==> config.mk <==
export PLATFORM = sky130hd
export DESIGN_NAME = sfe_event_control
export DESIGN_NICKNAME = d
export VERILOG_FILES = /design/src/sfe_pkg.sv /design/src/sfe_event_control.sv /design/src/sfe_skid_buffer.sv
export SDC_FILE = /design/constraint.sdc
export NUM_CORES = 1
export LEC_CHECK = 0
export BUFFER_PORTS_ARGS = -buffer_cell sky130_fd_sc_hd__buf_4
export CORE_UTILIZATION = 43
export CTS_BUF_LIST = sky130_fd_sc_hd__clkbuf_4
export DETAILED_ROUTE_END_ITERATION = 16
export PLACE_DENSITY = 0.55
export SETUP_SLACK_MARGIN = 0.4
export SLEW_MARGIN = 10
export SYNTH_ARGS = -nofsm -noshare
export SYNTH_HDL_FRONTEND = slang
export SYNTH_SLANG_ARGS = --single-unit
==> constraint.sdc <==
create_clock -name clk -period 6.8 [get_ports clk]
set_clock_uncertainty 0.05 [all_clocks]
set_input_delay 0.68 -clock clk [delete_from_list [all_inputs] [get_ports clk]]
set_output_delay 0.68 -clock clk [all_outputs]
set_load 0.05 [all_outputs]
==> src/sfe_pkg.sv <==
// Constants shared by the sensor FIFO event control block.
// Assumes a single 10 MHz core clock and frame-wide storage.
`default_nettype none

package sfe_pkg;

    // Storage geometry
    localparam int          DEPTH_INT   = 16;        // Frames held
    localparam logic [4:0]  DEPTH       = 5'h10;     // Frames, count width
    localparam int          PTR_W       = 4;         // Pointer width
    localparam int          CNT_W       = 5;         // Fill level width
    localparam int          WORD_W      = 18;        // Tag plus sample
    localparam logic [4:0]  FULL_THRESH = 5'h0D;     // Full above this

    // Command and marker codes
    localparam logic [7:0]  CMD_FLUSH   = 8'hB0;     // Flush command
    localparam logic [7:0]  HDR_REGULAR = 8'h84;     // Regular frame header
    localparam logic [7:0]  HDR_INVALID = 8'h80;     // Overread, header mode
    localparam logic [7:0]  OVR_LOW     = 8'h00;     // Overread word, low
    localparam logic [7:0]  OVR_HIGH    = 8'h80;     // Overread word, high

    // Field positions and reset values
    localparam int          EXT_LSB     = 16;        // Tag bits in word
    localparam logic [1:0]  EXT_NONE    = 2'h0;      // Tag field cleared

    // Least level time on a tag pin, and its cycle count
    localparam int          CLK_NS      = 100;       // Core clock period
    localparam int          TAG_MIN_NS  = 10;        // Least active level
    localparam int          TAG_MIN_CYC =
        ((TAG_MIN_NS + CLK_NS - 1) / CLK_NS < 1) ? 1 :
        (TAG_MIN_NS + CLK_NS - 1) / CLK_NS;          // Rounded up

    // Readout burst states
    typedef enum logic [1:0] {
        RD_IDLE,
        RD_GRANTED,
        RD_DENIED
    } sfe_rd_state_type;

endpackage

`default_nettype wire

==> src/sfe_event_control.sv <==
// Control side of the sensor sample FIFO: tagging, flush, interrupts,
// overflow policy and byte readout. Assumes all inputs except resetn are synchronous
// to clk and that the host drives one read strobe per byte.
`timescale 1ns/100ps
`default_nettype none

module sfe_event_control (
    input  wire logic        clk,               // Core clock
    input  wire logic        resetn,            // Async reset, low
    input  wire logic        frameValid,        // Sensor frame offered
    input  wire logic [15:0] frameData,         // Sensor sample
    output logic             frameReady,        // Frame path has room
    input  wire logic        headerMode,        // Framing with headers
    input  wire logic        stopOnFull,        // Keep oldest on full
    input  wire logic [3:0]  auxBytes,          // Aux bytes per frame
    input  wire logic [2:0]  sensorEnables,     // Sensors in FIFO
    input  wire logic [4:0]  watermark,         // Watermark in frames
    input  wire logic        tagPinAEnable,     // Tag from pin A
    input  wire logic        tagPinBEnable,     // Tag from pin B
    input  wire logic        pinAInputEnable,   // Pin A as input
    input  wire logic        pinBInputEnable,   // Pin B as input
    input  wire logic        interruptPinAIn,   // Pin A level
    input  wire logic        interruptPinBIn,   // Pin B level
    input  wire logic        mapFullPinA,       // Full onto pin A
    input  wire logic        mapFullPinB,       // Full onto pin B
    input  wire logic        mapWatermarkPinA,  // Watermark onto pin A
    input  wire logic        mapWatermarkPinB,  // Watermark onto pin B
    input  wire logic        selfWakeup,        // Flagged burst allowed
    input  wire logic        advPowerSave,      // Advanced power save
    input  wire logic        cmdWrite,          // Command byte strobe
    input  wire logic [7:0]  cmdData,           // Command byte
    input  wire logic        statusRead,        // Status read strobe
    input  wire logic        errorRead,         // Error read strobe
    input  wire logic        readBurst,         // Data burst open
    input  wire logic        readStrobe,        // One data byte
    output logic [7:0]       readData,          // Returned byte
    output logic             readValid,         // Byte returned
    output logic [4:0]       fillLevel,         // Frames stored
    output logic             fullStatus,        // Latched full
    output logic             watermarkStatus,   // Latched watermark
    output logic             fifoError,         // Lost new data
    output logic             interruptPinAOut,  // Pin A drive level
    output logic             interruptPinAOe,   // Pin A driven
    output logic             interruptPinBOut,  // Pin B drive level
    output logic             interruptPinBOe    // Pin B driven
);

    // Pointer step with wrap
    function automatic logic [sfe_pkg::PTR_W-1:0] ptrInc(
        input logic [sfe_pkg::PTR_W-1:0] p);
        ptrInc = p + 1'b1;
    endfunction

    // Index of last byte of a frame
    function automatic logic [1:0] lastIdx(input logic hdr);
        lastIdx = hdr ? 2'h2 : 2'h1;
    endfunction

    logic [sfe_pkg::WORD_W-1:0] mem_reg [sfe_pkg::DEPTH_INT]; // Frames
    logic [sfe_pkg::WORD_W-1:0] memNext [sfe_pkg::DEPTH_INT];
    logic [sfe_pkg::PTR_W-1:0]  wrPtr_reg, wrPtr_next;   // Write slot
    logic [sfe_pkg::PTR_W-1:0]  rdPtr_reg, rdPtr_next;   // Oldest slot
    logic [sfe_pkg::CNT_W-1:0]  count_reg, count_next;   // Fill level
    logic [1:0]                 cursor_reg, cursor_next; // Byte in frame
    logic                       ovrOdd_reg, ovrOdd_next; // Overread half
    sfe_pkg::sfe_rd_state_type  rdState_reg, rdState_next;
    logic [7:0]                 data_reg, data_next;     // Read byte
    logic                       valid_reg, valid_next;
    logic                       full_reg, full_next;     // Latched full
    logic                       wm_reg, wm_next;         // Latched wm
    logic                       err_reg, err_next;       // Data lost
    logic                       pinA_reg, pinA_next;
    logic                       pinB_reg, pinB_next;
    logic                       oeA_reg, oeB_reg;
    logic                       prevHdr_reg;             // Last framing
    logic [3:0]                 prevAux_reg;             // Last aux size
    logic [2:0]                 prevEn_reg;              // Last enables
    logic [sfe_pkg::WORD_W-1:0] tagWord;                 // Tagged frame
    logic                       tagOn;
    logic                       bufValid, bufReady;
    logic [sfe_pkg::WORD_W-1:0] bufData;
    logic                       flush, autoFlush;
    logic                       push, popRead, dropOld, dropNew;
    logic [sfe_pkg::WORD_W-1:0] head;

    // Tag frames on entry; power mode plays no part here
    always_comb begin
        tagOn   = tagPinAEnable && tagPinBEnable &&
                  pinAInputEnable && pinBInputEnable;
        tagWord = {tagOn ? {interruptPinBIn, interruptPinAIn}
                         : sfe_pkg::EXT_NONE, frameData};
    end

    // Frame path buffer; a full buffer stalls the source
    sfe_skid_buffer u_buffer (
        .clk      (clk),
        .resetn   (resetn),
        .inValid  (frameValid),
        .inData   (tagWord),
        .inReady  (frameReady),
        .outValid (bufValid),
        .outData  (bufData),
        .outReady (bufReady)
    );

    // Flush sources
    always_comb begin
        autoFlush = (headerMode != prevHdr_reg) ||
                    (auxBytes != prevAux_reg) ||
                    (!headerMode && sensorEnables != prevEn_reg);
        flush     = autoFlush ||
                    (cmdWrite && cmdData == sfe_pkg::CMD_FLUSH);
    end

    // Storage pointers, overflow policy and readout
    always_comb begin
        head         = mem_reg[rdPtr_reg];
        wrPtr_next   = wrPtr_reg;
        rdPtr_next   = rdPtr_reg;
        count_next   = count_reg;
        cursor_next  = cursor_reg;
        ovrOdd_next  = ovrOdd_reg;
        rdState_next = rdState_reg;
        data_next    = data_reg;
        valid_next   = 1'b0;
        popRead      = 1'b0;
        // No drop of the oldest frame during a burst: stall instead
        bufReady = !(count_reg == sfe_pkg::DEPTH && !stopOnFull &&
                     rdState_reg != sfe_pkg::RD_IDLE);
        push     = bufValid && bufReady && !flush;
        dropNew  = push && count_reg == sfe_pkg::DEPTH && stopOnFull;
        dropOld  = push && count_reg == sfe_pkg::DEPTH && !stopOnFull;
        // Burst admission decided once at burst start
        case (rdState_reg)
            sfe_pkg::RD_IDLE: begin
                cursor_next = 2'h0;
                ovrOdd_next = 1'b0;
                if (readBurst) begin
                    if (!advPowerSave || (selfWakeup && (full_reg || wm_reg)))
                        rdState_next = sfe_pkg::RD_GRANTED;
                    else
                        rdState_next = sfe_pkg::RD_DENIED;
                end
            end
            sfe_pkg::RD_GRANTED, sfe_pkg::RD_DENIED: begin
                if (!readBurst) begin
                    rdState_next = sfe_pkg::RD_IDLE;
                    cursor_next  = 2'h0; // Partial frame repeats
                end else if (readStrobe) begin
                    valid_next = 1'b1;
                    if (rdState_reg == sfe_pkg::RD_GRANTED &&
                        count_reg != 5'h0) begin
                        // Header, then sample low, then high
                        if (headerMode && cursor_reg == 2'h0)
                            data_next = sfe_pkg::HDR_REGULAR |
                                        {6'h00, head[17:16]};
                        else if (cursor_reg == lastIdx(headerMode))
                            data_next = head[15:8];
                        else
                            data_next = head[7:0];
                        if (cursor_reg == lastIdx(headerMode)) begin
                            cursor_next = 2'h0;
                            popRead     = 1'b1; // Whole frame read
                        end else begin
                            cursor_next = cursor_reg + 2'h1;
                        end
                    end else if (headerMode) begin
                        data_next = sfe_pkg::HDR_INVALID;
                    end else begin
                        data_next   = ovrOdd_reg ? sfe_pkg::OVR_HIGH
                                                 : sfe_pkg::OVR_LOW;
                        ovrOdd_next = !ovrOdd_reg;
                    end
                end
            end
            default: rdState_next = sfe_pkg::RD_IDLE;
        endcase
        // Store new frame; on full drop newest or oldest
        if (push && !dropNew) begin
            wrPtr_next = ptrInc(wrPtr_reg);
        end
        if (popRead || dropOld) begin
            rdPtr_next = ptrInc(rdPtr_reg);
        end
        count_next = count_reg + {4'h0, push && !dropNew}
                               - {4'h0, popRead || dropOld};
        if (flush) begin
            wrPtr_next  = '0;
            rdPtr_next  = '0;
            count_next  = '0;
            cursor_next = 2'h0;
        end
    end

    // Frame storage write
    always_comb begin
        memNext = mem_reg;
        if (push && !dropNew)
            memNext[wrPtr_reg] = bufData;
    end

    // Interrupt latches, error flag and pin drive
    always_comb begin
        // Set wins; clear needs status read and low fill
        full_next = (count_reg > sfe_pkg::FULL_THRESH) ? 1'b1 :
                    (statusRead ? 1'b0 : full_reg);
        wm_next   = (count_reg >= watermark) ? 1'b1 :
                    (statusRead ? 1'b0 : wm_reg);
        err_next  = (dropNew || (frameValid && !frameReady)) ? 1'b1 :
                    (errorRead ? 1'b0 : err_reg);
        pinA_next = (mapFullPinA && full_reg) ||
                    (mapWatermarkPinA && wm_reg);
        pinB_next = (mapFullPinB && full_reg) ||
                    (mapWatermarkPinB && wm_reg);
    end

    // Register stage for control state
    always_ff @(posedge clk or negedge resetn) begin
        if (!resetn) begin
            wrPtr_reg   <= '0;
            rdPtr_reg   <= '0;
            count_reg   <= '0;
            cursor_reg  <= 2'h0;
            ovrOdd_reg  <= 1'b0;
            rdState_reg <= sfe_pkg::RD_IDLE;
            data_reg    <= 8'h00;
            valid_reg   <= 1'b0;
            full_reg    <= 1'b0;
            wm_reg      <= 1'b0;
            err_reg     <= 1'b0;
            pinA_reg    <= 1'b0;
            pinB_reg    <= 1'b0;
            oeA_reg     <= 1'b0;
            oeB_reg     <= 1'b0;
            prevHdr_reg <= 1'b0;
            prevAux_reg <= 4'h0;
            prevEn_reg  <= 3'h0;
        end else begin
            wrPtr_reg   <= wrPtr_next;
            rdPtr_reg   <= rdPtr_next;
            count_reg   <= count_next;
            cursor_reg  <= cursor_next;
            ovrOdd_reg  <= ovrOdd_next;
            rdState_reg <= rdState_next;
            data_reg    <= data_next;
            valid_reg   <= valid_next;
            full_reg    <= full_next;
            wm_reg      <= wm_next;
            err_reg     <= err_next;
            pinA_reg    <= pinA_next;
            pinB_reg    <= pinB_next;
            oeA_reg     <= !pinAInputEnable;
            oeB_reg     <= !pinBInputEnable;
            prevHdr_reg <= headerMode;
            prevAux_reg <= auxBytes;
            prevEn_reg  <= sensorEnables;
        end
    end

    // Frame storage, no reset needed
    always_ff @(posedge clk) begin
        mem_reg <= memNext;
    end

    assign readData         = data_reg;
    assign readValid        = valid_reg;
    assign fillLevel        = count_reg;
    assign fullStatus       = full_reg;
    assign watermarkStatus  = wm_reg;
    assign fifoError        = err_reg;
    assign interruptPinAOut = pinA_reg;
    assign interruptPinAOe  = oeA_reg;
    assign interruptPinBOut = pinB_reg;
    assign interruptPinBOe  = oeB_reg;
endmodule

`default_nettype wire

==> src/sfe_skid_buffer.sv <==
// Two-entry buffer between sensor sampling and frame storage.
// Assumes both sides use valid/ready on the same clock.
`timescale 1ns/100ps
`default_nettype none

module sfe_skid_buffer (
    input  wire logic                       clk,      // Core clock
    input  wire logic                       resetn,   // Async reset, low
    input  wire logic                       inValid,  // Word offered
    input  wire logic [sfe_pkg::WORD_W-1:0] inData,   // Offered word
    output logic                            inReady,  // Room for a word
    output logic                            outValid, // Word waiting
    output logic [sfe_pkg::WORD_W-1:0]      outData,  // Oldest word
    input  wire logic                       outReady  // Storage takes it
);

    logic [1:0]                      count_reg;   // Entries held
    logic [1:0]                      count_next;
    logic [sfe_pkg::WORD_W-1:0]      head_reg;    // Oldest entry
    logic [sfe_pkg::WORD_W-1:0]      head_next;
    logic [sfe_pkg::WORD_W-1:0]      tail_reg;    // Newer entry
    logic [sfe_pkg::WORD_W-1:0]      tail_next;
    logic                            ready_reg;   // Registered ready
    logic                            push;
    logic                            pop;

    assign inReady  = ready_reg;
    assign outValid = (count_reg != 2'h0);
    assign outData  = head_reg;

    // Entry shuffle on push and pop
    always_comb begin
        push       = inValid && ready_reg;
        pop        = outValid && outReady;
        count_next = count_reg;
        head_next  = head_reg;
        tail_next  = tail_reg;
        if (push && pop) begin
            if (count_reg == 2'h1) begin
                head_next = inData;
            end else begin
                head_next = tail_reg;
                tail_next = inData;
            end
        end else if (pop) begin
            head_next  = tail_reg;
            count_next = count_reg - 2'h1;
        end else if (push) begin
            if (count_reg == 2'h0) begin
                head_next = inData;
            end else begin
                tail_next = inData;
            end
            count_next = count_reg + 2'h1;
        end
    end

    // Register stage
    always_ff @(posedge clk or negedge resetn) begin
        if (!resetn) begin
            count_reg <= 2'h0;
            head_reg  <= '0;
            tail_reg  <= '0;
            ready_reg <= 1'b1;
        end else begin
            count_reg <= count_next;
            head_reg  <= head_next;
            tail_reg  <= tail_next;
            ready_reg <= (count_next != 2'h2);
        end
    end

endmodule

`default_nettype wire
==> flow_summary.yaml <==
power:
  power_switching_mw: 1.48
  comb_power_share_pct: 10.0
  swShare_pct: 26.2
  p_leak_nw: 6.23
  clkPwrFrac_pct: 34.5
  share_seq_of_total_power_pct: 55.5
  power_per_cell_area_nw_per_um2: 321
  fin_total_pwr_mw: 5.63
  ir_drop_mv: 0.261
  cell_internal_pwr_mw: 4.15
setup_path:
  crit_required_ns: 7.34
  path_cells: "inv_1 > ha_1 > nand3_1 > a2111oi_2 > or2_2 > ha_1 > inv_1 > ha_1 > inv_1 > fa_1 > inv_1 > a21oi_1 > o21bai_1 > xnor2_1 > nor2_1"
  cell_repeated_most_along_the_worst_path: "sky130_fd_sc_hd__inv_1"
  cp_data_arrival_time_ns: 4.34
  slowest_stage: "sky130_fd_sc_hd__a2111oi_2"
  crit_family: "adder cells"
  critPathMaxFanout: 10
  count_of_buffering_cells_on_the_critical_path_with_inverters_included: 4
  worstSetupPathType: "reg2reg"
  crit_path_max_incr_delay_ns: 0.71
  startpoint_type: "flop"
  end_kind: "flop"
die:
  design.portCount: 80
  start_util_pct: 43.6
  core-area_sq_um: 34500
  die_width_microns: 189
  die-height_microns: 189
  rows: 68
  die_area_sq_um: 35700
routing:
  drt_pre_antenna_iters: 5
  vias: 8169
  ant_nets: 0
  viasPerCell: 5.39
  detail_route.drc_violations: 0
  initialDrtViolationCount: 619
  post_detailed_routing_wire_length_microns: 33400
  wl_per_cell_microns: 22.0
cts:
  cts-htree-levels: 3
  clockBufferDepth: 3
  cts_buffers: 92
  worst_skew_pair.late_latency_ns: 0.73
  clock_sinks: 369
  cts_hold_buffers: 1
  clk_pin_slew_ns: 0.06
  post_cts_setup_buffer_count: 0
  clock_tree_from_tritoncts: "done"
  cts-root-buf: "sky130_fd_sc_hd__clkbuf_4"
  cts-resized-gates: 0
global_routing:
  grt_pass1_wl_microns: 50800
  gr_util_all_layers_pct: 19.5
  antenna_found_initial: 1
  grt_pass1_vias: 8759
  grt_max_degree: 54
  gr-total-overflow: 0
sta:
  maxSlewViolCount: 0
  finalCriticalPeriod_ns: 3.80
  worst_slew_margin_rel_pct: 34.9
  final-hold-violation-count: 0
  timing.final.crit_share_pct: 55.9
  max_slew.worst_pin.slew_ns: 0.976
  setup_viol: 0
  hold_ws_ns: 0.0615
  layout_setup_ws_ns: 3.00
  fmax_mhz: 263
  rsz0062_at_grt: "no"
  setup-tns-final_ns: 0
cells_and_area:
  n_fill_cell: 2871
  final-instance-count-excl-fill: 1516
  largest_reg_flops: 288
  postLayoutCoreUtil_pct: 50.8
  area_growth_pct: 16.6
  final_cell_area_sq_um: 17500
  final_cell_mix: "sky130_fd_sc_hd__edfxtp_1, sky130_fd_sc_hd__clkbuf_4, sky130_fd_sc_hd__buf_4"
  layout_cells_sized_above_1_pct: 34.1
  finalNetCount: 1068
  layout_commonest_cell: "sky130_fd_sc_hd__edfxtp_1"
yosys:
  synth_sequential_area_ratio_pct: 71.1
  ys_async_sr_fraction_pct: 22.0
  ys.warnings.count: 0
  synth_flop_cell: "sky130_fd_sc_hd__edfxtp_1"
  combined_area_of_all_synthesized_cells_sq_um: 15000
  synth_edf_count: 288
  number_of_flip_flops_and_latches_in_the_synthesized_netlist: 369
  synthesis.nets: 898
  yosysUniqueCellTypes: 57
  synth_cells: 814
  syn_avg_cell_area_sq_um: 18.4
place:
  numPortBuffers: 79
  place.detailed.hpwl_microns: 19400
  globalplace.congestion: 0.762
  postPlaceCellArea_sq_um: 16200
  placed_instance_count: 1337
  pre_cts_ws_ns: 2.99
hold_path:
  hold_path.class: "in2reg"
job:
  drv.max_cap_violation_count: 0
outcome:
  run_status: "finished, final reports clean"
## cell families after synthesis
| logic type | after synthesis | synth area share, % |
|---|---|---|
| DFF | 369 | 71.1 |
| buffers and inverters | 67 | 2.07 |
| xor gates and xnor gates | 18 | 1.05 |
| muxes | 128 | 15.7 |
| and+or+nand+nor | 125 | 4.33 |
| adders and majority gates | 27 | 2.28 |
| AOI/OAI and AO/OA | 80 | 3.45 |
## worst paths after layout
kind / from / end / slack (ns) / cells past startpoint
setup / recovery: rdState_reg[0] / fillLevel[4] / 3.00 / 15
hold / removal: auxBytes[3] / prevAux_reg[3] / 0.06 / 1
setup reg to reg: rdState_reg[0] / fillLevel[4] / 3.00 / 15
hold reg to reg: u_buffer.tail_reg[17] / u_buffer.tail_reg[17] / 0.44 / 2
max in group asynchronous: resetn / u_buffer.outData[14] / 5.21 / 3
min in group asynchronous: resetn / fifoError / 0.41 / 2
## layout make-up
| type | count | area [sq um] | area share (%) |
|---|---|---|---|
| Tap cell | 455 | 569 | 3.25 |
| Inverter | 34 | 128 | 0.729 |
| Antenna cell | 3 | 7.51 | 0.0429 |
| Clock buffer | 144 | 1080 | 6.17 |
| Timing Repair Buffer | 109 | 838 | 4.79 |
| Sequential cell | 369 | 10700 | 61.0 |
| Clock inverter | 24 | 180 | 1.03 |
| Multi-Input combinational cell | 378 | 4020 | 23.0 |
## power by group through the flow
stage	registers [mW]	clock network [mW]	logic, mW
2_1_floorplan	3.06	0	0.409
3_3_place_gp	3.14	0	0.553
3_5_place_dp	3.18	0	0.569
4_1_cts	3.13	1.99	0.573
5_1_grt	3.17	2.13	0.636
6_report	3.12	1.94	0.565
## metal layers
metal	vias up	wire (microns)	global-route usage (%)
met4	0	325	5.83
met5	-	0	0
met2	258	17100	32.5
li1	3636	-	-
met3	27	1900	4.56
met1	4248	14100	25.3
## worst register-to-register path: cells and delay by family (launching register included)
family | cells | cell delay [ns]
flip-flops | 1 | 0.38
AND/OR/NAND/NOR | 3 | 0.75
AO/OA/AOI/OAI | 3 | 0.94
adder cells (fa/ha/maj) | 4 | 1.18
buffers and inverters | 4 | 0.26
XOR/XNOR | 1 | 0.14
## synth_stat cells, drive strengths merged (4+ instances only)
master  instances  area [sq um]
edfxtp        288          8650
mux4           84          1890
dfrtp          80          2000
nor2           37           139
inv            34           128
mux2i          28           280
a21oi          25           125
ha             25           313
nand2          23          88.8
clkbuf         20          75.1
o21ai          17          85.1
mux2           16           180
xnor2          15           131
and2           14          87.6
buf            13           108
nand3           9          45.0
nor3            9          45.0
a22oi           6          45.0
a21o            5          37.5
and4            5          43.8
nor4            5          31.3
nand2b          4          25.0
o211ai          4          30.0
(Power assumes the default switching activity.)
